===== src/fault_log_pkg.sv =====
package fault_log_pkg;

	// ****************************************
	// Instruction codes and key
	// ****************************************
	localparam logic [7:0] CMD_ERASE = 8'h71;
	localparam logic [7:0] CMD_READ_HOLDING = 8'h73;
	localparam logic [7:0] CMD_UNLOCK = 8'h74;
	localparam logic [7:0] CMD_READ_RECORD = 8'h75;
	localparam logic [7:0] CMD_READ_ALL = 8'h76;
	localparam logic [7:0] UNLOCK_KEY = 8'hac;

	// ****************************************
	// Storage geometry
	// ****************************************
	localparam int NUM_RECORDS = 16;
	localparam int RECORD_BYTES = 7;
	localparam int RECORD_BITS = 56;
	localparam logic [3:0] LAST_ROW = 4'hf;
	localparam logic [2:0] LAST_BYTE = 3'h6;

	// ****************************************
	// Record selection byte and status byte layout
	// ****************************************
	localparam int SEL_ROW_LSB = 4;
	localparam int STATUS_REQ_LSB = 6;
	localparam int STATUS_EN_LSB = 4;
	localparam logic [1:0] FIELD_ZERO = 2'h0;
	localparam logic [1:0] FIELD_ONES = 2'h3;
	localparam logic [3:0] STATUS_LOW_BITS = 4'h0;
	localparam logic [7:0] STATUS_RESET = 8'h00;

	// ****************************************
	// Access states and read modes
	// ****************************************
	typedef enum logic [1:0] {
		ACC_RECORDING = 2'b00,
		ACC_REQUESTED = 2'b01,
		ACC_GRANTED = 2'b10
	} access_type;

	typedef enum logic [1:0] {
		RD_STATUS = 2'b00,
		RD_HOLDING = 2'b01,
		RD_RECORDS = 2'b10
	} read_mode_type;

endpackage


===== src/byte_stream_if.sv =====
`timescale 1ns/100ps
interface byte_stream_if;
	logic valid;
	logic ready;
	logic [7:0] data;
	logic flush;

	modport source (
		output valid,
		output data,
		output flush,
		input ready
	);

	modport sink (
		input valid,
		input data,
		input flush,
		output ready
	);
endinterface


===== src/two_entry_buffer.sv =====
`timescale 1ns/100ps
module two_entry_buffer (
	// Clock and reset
	input wire logic clk_sys,
	input wire logic sys_rst,
	// Filling side
	byte_stream_if.sink fill,
	// Draining side
	output logic out_valid,
	output logic [7:0] out_data,
	input wire logic out_ready
);
	logic [7:0] slot [0:1];
	logic wr_ptr;
	logic rd_ptr;
	logic [1:0] count;
	logic push;
	logic pop;

	assign fill.ready = (count != 2'd2);
	assign out_valid = (count != 2'd0);
	assign out_data = slot[rd_ptr];
	assign push = fill.valid && fill.ready;
	assign pop = out_valid && out_ready;

	always_ff @(posedge clk_sys) begin
		if (push) begin
			slot[wr_ptr] <= fill.data;
		end
	end

	// A flush drops prefetched bytes so a new read starts clean.
	always_ff @(posedge clk_sys) begin
		if (sys_rst || fill.flush) begin
			wr_ptr <= 1'b0;
			rd_ptr <= 1'b0;
			count <= 2'd0;
		end else begin
			if (push) begin
				wr_ptr <= ~wr_ptr;
			end
			if (pop) begin
				rd_ptr <= ~rd_ptr;
			end
			count <= count + {1'b0, push} - {1'b0, pop};
		end
	end
endmodule


===== src/fault_log_access.sv =====
`timescale 1ns/100ps
module fault_log_access (
	// Clock and reset
	input wire logic clk_sys,
	input wire logic sys_rst,
	// Transaction events from the serial slave front end
	input wire logic wr_start,
	input wire logic wr_valid,
	input wire logic [7:0] wr_data,
	input wire logic rd_start,
	input wire logic bus_stop,
	// Read data towards the front end
	output logic rd_valid,
	output logic [7:0] rd_data,
	input wire logic rd_ready,
	// Device state
	input wire logic safe_state,
	input wire logic prog_mode,
	input wire logic eeprom_busy,
	// Fault recorder
	input wire logic rec_we,
	input wire logic [3:0] rec_row,
	input wire logic [55:0] holding_reg,
	output logic recording_enabled,
	// Reconfiguration request
	input wire logic reconfig_req,
	output logic reconfig_reject,
	// Status
	output logic [7:0] fault_log_access_state,
	output logic erasing
);

	// ****************************************
	// Storage
	// ****************************************
	logic [55:0] store [0:fault_log_pkg::NUM_RECORDS-1];
	logic [3:0] erase_row;
	logic erase_start;
	logic rec_accept;

	fault_log_pkg::access_type access;
	logic [7:0] instr;
	logic [7:0] sel;
	logic [1:0] wr_count;
	logic rec_busy;

	// Recording owns the store only while access is still ACC_RECORDING and no erase runs.
	assign rec_accept = rec_we && (access == fault_log_pkg::ACC_RECORDING) && !erasing;
	assign recording_enabled = (access == fault_log_pkg::ACC_RECORDING);

	// A record write in flight is the recorder's, so it is seen for two cycles: its accept cycle and the one after.
	always_ff @(posedge clk_sys) begin
		if (sys_rst) begin
			rec_busy <= 1'b0;
		end else begin
			rec_busy <= rec_accept;
		end
	end

	assign reconfig_reject = reconfig_req && (rec_busy || rec_accept);

	// The erase stands at the STOP of a write holding only its instruction.
	assign erase_start = bus_stop && (wr_count == 2'd1) && (instr == fault_log_pkg::CMD_ERASE)
		&& prog_mode && (access == fault_log_pkg::ACC_GRANTED) && !erasing;

	// One row is cleared per cycle; the store is hidden from readers meanwhile.
	always_ff @(posedge clk_sys) begin
		if (sys_rst) begin
			erasing <= 1'b0;
			erase_row <= 4'h0;
		end else if (erase_start) begin
			erasing <= 1'b1;
			erase_row <= 4'h0;
		end else if (erasing) begin
			erase_row <= erase_row + 4'h1;
			if (erase_row == fault_log_pkg::LAST_ROW) begin
				erasing <= 1'b0;
			end
		end
	end

	always_ff @(posedge clk_sys) begin
		if (erasing) begin
			store[erase_row] <= '0;
		end else if (rec_accept) begin
			store[rec_row] <= holding_reg;
		end
	end

	// ****************************************
	// Write phase decode
	// ****************************************
	always_ff @(posedge clk_sys) begin
		if (sys_rst) begin
			wr_count <= 2'd0;
			instr <= 8'h00;
			sel <= 8'h00;
		end else if (wr_start) begin
			wr_count <= 2'd0;
		end else if (wr_valid) begin
			if (wr_count == 2'd0) begin
				instr <= wr_data;
			end else if (wr_count == 2'd1) begin
				sel <= wr_data;
			end
			if (wr_count != 2'd3) begin
				wr_count <= wr_count + 2'd1;
			end
		end
	end

	// ****************************************
	// Access handshake
	// ****************************************
	logic key_byte;
	assign key_byte = wr_valid && !wr_start && (wr_count == 2'd1)
		&& (instr == fault_log_pkg::CMD_UNLOCK);

	always_ff @(posedge clk_sys) begin
		if (sys_rst) begin
			access <= fault_log_pkg::ACC_RECORDING;
		end else if (key_byte) begin
			if (wr_data == fault_log_pkg::UNLOCK_KEY) begin
				access <= fault_log_pkg::ACC_REQUESTED;
			end else begin
				access <= fault_log_pkg::ACC_RECORDING;
			end
		end else begin
			case (access)
				fault_log_pkg::ACC_REQUESTED: begin
					// The log's own erase is an on-chip erase too, so it holds the grant back.
					if (!rec_busy && !eeprom_busy && !erasing) begin
						access <= fault_log_pkg::ACC_GRANTED;
					end
				end
				fault_log_pkg::ACC_RECORDING: access <= fault_log_pkg::ACC_RECORDING;
				fault_log_pkg::ACC_GRANTED: access <= fault_log_pkg::ACC_GRANTED;
				default: access <= fault_log_pkg::ACC_RECORDING;
			endcase
		end
	end

	logic [1:0] req_bits;
	logic [1:0] en_bits;

	always_comb begin
		req_bits = fault_log_pkg::FIELD_ZERO;
		en_bits = fault_log_pkg::FIELD_ZERO;
		case (access)
			fault_log_pkg::ACC_RECORDING: en_bits = fault_log_pkg::FIELD_ONES;
			fault_log_pkg::ACC_REQUESTED: req_bits = fault_log_pkg::FIELD_ONES;
			fault_log_pkg::ACC_GRANTED: begin
				req_bits = fault_log_pkg::FIELD_ONES;
				en_bits = fault_log_pkg::FIELD_ONES;
			end
			default: req_bits = fault_log_pkg::FIELD_ZERO;
		endcase
	end

	always_ff @(posedge clk_sys) begin
		if (sys_rst) begin
			fault_log_access_state <= fault_log_pkg::STATUS_RESET;
		end else if (safe_state || erasing || erase_start) begin
			fault_log_access_state <= fault_log_pkg::STATUS_RESET;
		end else begin
			fault_log_access_state <= {req_bits, en_bits, fault_log_pkg::STATUS_LOW_BITS};
		end
	end

	// ****************************************
	// Read phase byte producer
	// ****************************************
	byte_stream_if stream ();

	fault_log_pkg::read_mode_type rd_mode;
	logic rd_active;
	logic [3:0] row;
	logic [2:0] byte_idx;
	logic granted;
	logic push;
	logic [55:0] word;

	assign granted = (access == fault_log_pkg::ACC_GRANTED) && !erasing;
	assign push = rd_active && stream.ready && !bus_stop;
	assign word = (rd_mode == fault_log_pkg::RD_HOLDING) ? holding_reg : store[row];

	always_ff @(posedge clk_sys) begin
		if (sys_rst || bus_stop) begin
			rd_active <= 1'b0;
			rd_mode <= fault_log_pkg::RD_STATUS;
			row <= 4'h0;
			byte_idx <= 3'h0;
		end else if (rd_start) begin
			byte_idx <= 3'h0;
			rd_active <= 1'b0;
			case (instr)
				fault_log_pkg::CMD_UNLOCK: begin
					rd_mode <= fault_log_pkg::RD_STATUS;
					rd_active <= 1'b1;
				end
				fault_log_pkg::CMD_READ_HOLDING: begin
					rd_mode <= fault_log_pkg::RD_HOLDING;
					rd_active <= granted;
				end
				fault_log_pkg::CMD_READ_RECORD: begin
					rd_mode <= fault_log_pkg::RD_RECORDS;
					row <= sel[fault_log_pkg::SEL_ROW_LSB +: 4];
					rd_active <= granted;
				end
				fault_log_pkg::CMD_READ_ALL: begin
					rd_mode <= fault_log_pkg::RD_RECORDS;
					row <= 4'h0;
					rd_active <= granted;
				end
				default: rd_active <= 1'b0;
			endcase
		end else if (push) begin
			case (rd_mode)
				fault_log_pkg::RD_STATUS: rd_active <= 1'b0;
				fault_log_pkg::RD_HOLDING: begin
					byte_idx <= byte_idx + 3'h1;
					if (byte_idx == fault_log_pkg::LAST_BYTE) begin
						rd_active <= 1'b0;
					end
				end
				fault_log_pkg::RD_RECORDS: begin
					if (byte_idx == fault_log_pkg::LAST_BYTE) begin
						byte_idx <= 3'h0;
						row <= row + 4'h1;
					end else begin
						byte_idx <= byte_idx + 3'h1;
					end
				end
				default: rd_active <= 1'b0;
			endcase
		end
	end

	// Bytes are produced ahead of the master, so the buffer must be flushed at
	// each new read or STOP; otherwise stale prefetched bytes would leak out.
	assign stream.valid = push;
	assign stream.flush = bus_stop || rd_start;
	assign stream.data = (rd_mode == fault_log_pkg::RD_STATUS) ? fault_log_access_state
		: word[{byte_idx, 3'b000} +: 8];

	two_entry_buffer out_buffer (
		.clk_sys(clk_sys),
		.sys_rst(sys_rst),
		.fill(stream.sink),
		.out_valid(rd_valid),
		.out_data(rd_data),
		.out_ready(rd_ready)
	);

	// ****************************************
	// Checks
	// ****************************************
	property p_status_zero;
		@(posedge clk_sys) disable iff (sys_rst)
		(safe_state || erasing) |=> fault_log_access_state == 8'h00;
	endproperty
	a_status_zero: assert property (p_status_zero) else $error("status not zero");

	property p_erase_guard;
		@(posedge clk_sys) disable iff (sys_rst)
		bus_stop && !erasing && !(prog_mode && access == fault_log_pkg::ACC_GRANTED) |=> !erasing;
	endproperty
	a_erase_guard: assert property (p_erase_guard) else $error("erase without permission");

	property p_erase_span;
		@(posedge clk_sys) disable iff (sys_rst)
		erase_start |=> erasing[*8] ##9 !erasing;
	endproperty
	a_erase_span: assert property (p_erase_span) else $error("erase span wrong");

	property p_grant_wait;
		@(posedge clk_sys) disable iff (sys_rst)
		(access == fault_log_pkg::ACC_REQUESTED) && !key_byte && (rec_busy || eeprom_busy || erasing)
			|=> access == fault_log_pkg::ACC_REQUESTED;
	endproperty
	a_grant_wait: assert property (p_grant_wait) else $error("granted too early");

	property p_bad_key;
		@(posedge clk_sys) disable iff (sys_rst)
		key_byte && (wr_data != fault_log_pkg::UNLOCK_KEY) |=> recording_enabled ##1
			(fault_log_access_state == 8'h30 || $past(erasing) || $past(safe_state));
	endproperty
	a_bad_key: assert property (p_bad_key) else $error("wrong key kept access");

	property p_ignore_read;
		@(posedge clk_sys) disable iff (sys_rst)
		rd_start && !bus_stop && !granted && (instr == fault_log_pkg::CMD_READ_RECORD
			|| instr == fault_log_pkg::CMD_READ_ALL) |=> !rd_active;
	endproperty
	a_ignore_read: assert property (p_ignore_read) else $error("locked read served");

	property p_read_all_origin;
		@(posedge clk_sys) disable iff (sys_rst)
		rd_start && !bus_stop && granted && (instr == fault_log_pkg::CMD_READ_ALL)
			|=> rd_active && row == 4'h0 && byte_idx == 3'h0;
	endproperty
	a_read_all_origin: assert property (p_read_all_origin) else $error("read-all origin");

	property p_row_advance;
		@(posedge clk_sys) disable iff (sys_rst)
		push && !rd_start && (rd_mode == fault_log_pkg::RD_RECORDS) && (byte_idx == 3'h6)
			|=> byte_idx == 3'h0 && row == $past(row) + 4'h1;
	endproperty
	a_row_advance: assert property (p_row_advance) else $error("row not advanced");

	property p_stop_ends;
		@(posedge clk_sys) disable iff (sys_rst)
		bus_stop |=> !rd_active ##1 !rd_valid;
	endproperty
	a_stop_ends: assert property (p_stop_ends) else $error("read outlived stop");

	property p_reconfig;
		@(posedge clk_sys) disable iff (sys_rst)
		rec_we && recording_enabled && !erasing |-> (reconfig_reject == reconfig_req) ##1
			(!reconfig_req || reconfig_reject);
	endproperty
	a_reconfig: assert property (p_reconfig) else $error("reconfig not refused");

endmodule


===== config.mk =====
export PLATFORM = sky130hd
export DESIGN_NAME = fault_log_access
export DESIGN_NICKNAME = d
export VERILOG_FILES = /design/src/fault_log_pkg.sv /design/src/byte_stream_if.sv /design/src/two_entry_buffer.sv /design/src/fault_log_access.sv
export SDC_FILE = /design/constraint.sdc
export NUM_CORES = 1
export LEC_CHECK = 0
export CORE_UTILIZATION = 35
export DETAILED_ROUTE_END_ITERATION = 8
export DONT_BUFFER_PORTS = 1
export HOLD_SLACK_MARGIN = 0.12
export SYNTH_ARGS = -nofsm -noshare
export SYNTH_HDL_FRONTEND = slang
export SYNTH_SLANG_ARGS = --single-unit

===== constraint.sdc =====
create_clock -name clk_sys -period 6.2 [get_ports clk_sys]
set_clock_uncertainty 0.15 [all_clocks]
set_input_delay 0.31 -clock clk_sys [delete_from_list [all_inputs] [get_ports clk_sys]]
set_output_delay 0.31 -clock clk_sys [all_outputs]
set_load 0.005 [all_outputs]

==> impl_results.md <==
* Ys Warns at 0
* CP Data Arrival Time at between 4 and 5 ns
* Initial antenna violation count at 9
* Root buf cell: clkbuf_16
* Final setup vio count at 0
* Total power at 13.1 mW
* Netlist cell types at 65
* Worst-path fanout max at between 40 and 50
* CTS Buffer Depth at 3
* Commonest non-fill, non-tap cell in the layout: edfxtp_1
* Ys flop type: edfxtp_1
* Seq/Total Area, Yosys at 0.741
* HP Start: holding_reg[16]
* Worst r2r src: access[1]
* Fin nets at 2103
* Max_slew headroom at 0.193
* Worst R2R End: store[2][26]
* Post-synth ARST share at 0
* MaxCap Viol Count at 0
* Routed vias/inst at roughly 5.5
* Sink Count at ~960
* Final hold vios at 0
* I/O pins at 100
* TritonCTS Buffers at around 100
* Syn avg cell area at 20.3 µm²
* Hold Crit Endpoint: out_buffer.slot[0][0]
* Detailed Route WL at 98300 µm
* VDD IR-drop max at ~0.26 mV
* Critical-path cell list: inv_1 > ha_1 > and3_2 > buf_4 > a31oi_1 > nor2_4 > buf_4
* Non-filler instance count after layout at 3502
* Post-CTS Setup Bufs at 0
* WL/cell at ~28 µm
* Port-buffer cells at 0
* Flop-to-flop setup slack at just over 2 ns
* Clock transition at path regs at about 0.060 ns
* Area growth syn-to-layout at 15.1%
* Die W at 332 µm
* Run status: completed
* Reg2reg path depth at 7
* H-tree depth at 3
* CTS tree: done
* First-pass GRT wire length at about 140000 µm
* Synthesized cell area at approximately 38000 µm²
* Hold Path Depth at 4
* CP endpoint kind: flop
* #FFs+latches synth at ~960
* Die height at approximately 330 µm
* Worst-Margin Slew at approximately 1.2 ns
* Final min period at 4.14 ns
* RSZ-0062 raised after global routing: no
* GP Congestion at just over 0.8
* Most frequent cells in the layout: edfxtp_1 (912), mux4_2 (238), clkbuf_16 (103), mux2i_1 (84), dlygate4sd3_1 (83)
* Routed vias at a little under 20000
* Dpl cells at ~3200
* Core ar. at roughly 110000 µm²
* Num rows at between 100 and 150
* CP Launch Type: flop
* Global Route Usage Sum at 0.177
* Clk_lat worst skew at 0.64 ns
* PwrDens at between 200 and 300 nW/µm²
* CP Class: flop to flop
* Layout cell share with drive strength beyond 1 at 0.226
* Die Footprint at 110000 µm²
* Setup tns final at 0 ns
* Cell leakage power at 13.4 nW
* EDFF count, synth at about 910
* Critical path's most frequent cell: buf_4
* Remaining global-route overflow at 0
* Largest net degree at the start of global routing at between 70 and 80
* Drt pass-1 iters at 5
* Gate count after technology mapping at roughly 1900
* Violation count after the first detailed-route iteration at approximately 2300
* HP Class: input pin to flop
* Number of global-route vias before repair at just under 20000
* CP max stage delay at between 0.9 and 1 ns
* DP HPWL at roughly 56000 µm
* Initial Utilization at 0.354
* Final Max Slew Viols at 0
* Max stage delay cell, worst path: nor2_4
* Worst path required time at between 6 and 7 ns
* Detail Route Antenna Nets at 0
* DRC at 0
* Tcrit/Tclk final at 0.668
* Fmax at 241 MHz
timing repair:
action                    CTS  global route
hold buffers               83             0
hold endpoints to repair  933             0
resized for setup           0             0
critical path: cells and delay by family (launching register included):
family	cells	cell delay (ns)
and+or+nand+nor	2	1.44
buffers and inverters	3	1.15
AOI/OAI and AO/OA	1	0.44
DFF	1	0.33
adders and majority gates	1	0.24
layout make-up:
| class | instances | area [µm²] |
|---|---|---|
| well taps | 1403 | 1760 |
| flip-flops and latches | 955 | 28300 |
| repair buffers | 137 | 1320 |
| multi-input cells | 795 | 9290 |
| fillers | 9342 | 63700 |
| clock inverters | 44 | 368 |
| diodes | 13 | 32.5 |
| clock buffers | 134 | 2740 |
| inverters | 21 | 78.8 |
worst max path at each step:
stage | from | to | slack, ns | cells after the start
floorplan | erasing | store[5][0] | 1.76 | 7
global placement | access[0] | store[2][43] | 2.16 | 7
detailed placement | access[1] | store[2][26] | 2.04 | 7
CTS | access[0] | store[2][26] | 2.03 | 7
global route | access[0] | store[2][26] | 1.88 | 7
finish | access[1] | store[2][26] | 2.06 | 7
layer usage:
metal	up-vias	GRT usage	routed length, µm
met3	126	0.0469	8930
met2	823	0.273	45300
met5	-	0	31
met4	4	0.0364	1660
met1	10300	0.251	42400
li1	8046	-	-
state kept, by name, indices dropped and copies added (netlist names), 2 cells and up, named ones only:
name and count:
store 896, out_buffer.slot 16, instr 8, erase_row 4, row 4, sel 4, byte_idx 3, access 2
fault_log_access_state 2, out_buffer.count 2, rd_mode 2, wr_count 2
per-stage QoR:
step	worst slack (ns)	area, µm²	utilization	hold slack, ns
finish	2.06	43800	0.408	0.180
global placement	2.16	39900	0.371	0.235
detailed placement	2.04	39900	0.371	0.235
global route	1.88	43800	0.408	0.150
CTS	2.03	43800	0.408	0.129
floorplan	1.76	38100	-	0.237
where the power goes:
group	internal, mW	leakage [nW]	switching, mW
registers	7.14	8.76	0.0179
logic	0.0865	3.08	0.202
clock network	3.33	1.52	2.38
cells in the mapped netlist, types with 20 or more instances:
master | n | area (µm²)
mux2i_1 | 84 | 841
nand2_1 | 42 | 158
edfxtp_1 | 912 | 27400
buf_4 | 23 | 173
nor2_1 | 77 | 289
clkbuf_1 | 38 | 143
inv_1 | 20 | 75.1
a21oi_1 | 36 | 180
and2_1 | 58 | 363
buf_2 | 25 | 125
dfxtp_1 | 43 | 861
mux4_2 | 238 | 5360
logic make-up (layout without fill, tap and decap cells):
kind of cell,after synthesis,count (layout),synth area share
buf+inv,127,336,0.0184
flops,955,955,0.741
other cells,1,17,0.0000984
compound gates,157,157,0.0285
mux,341,341,0.168
simple gates,268,268,0.0361
xor+xnor,10,10,0.00230
fa+ha+maj,15,15,0.00493
No activity file was read; power rests on OpenSTA's default activity.
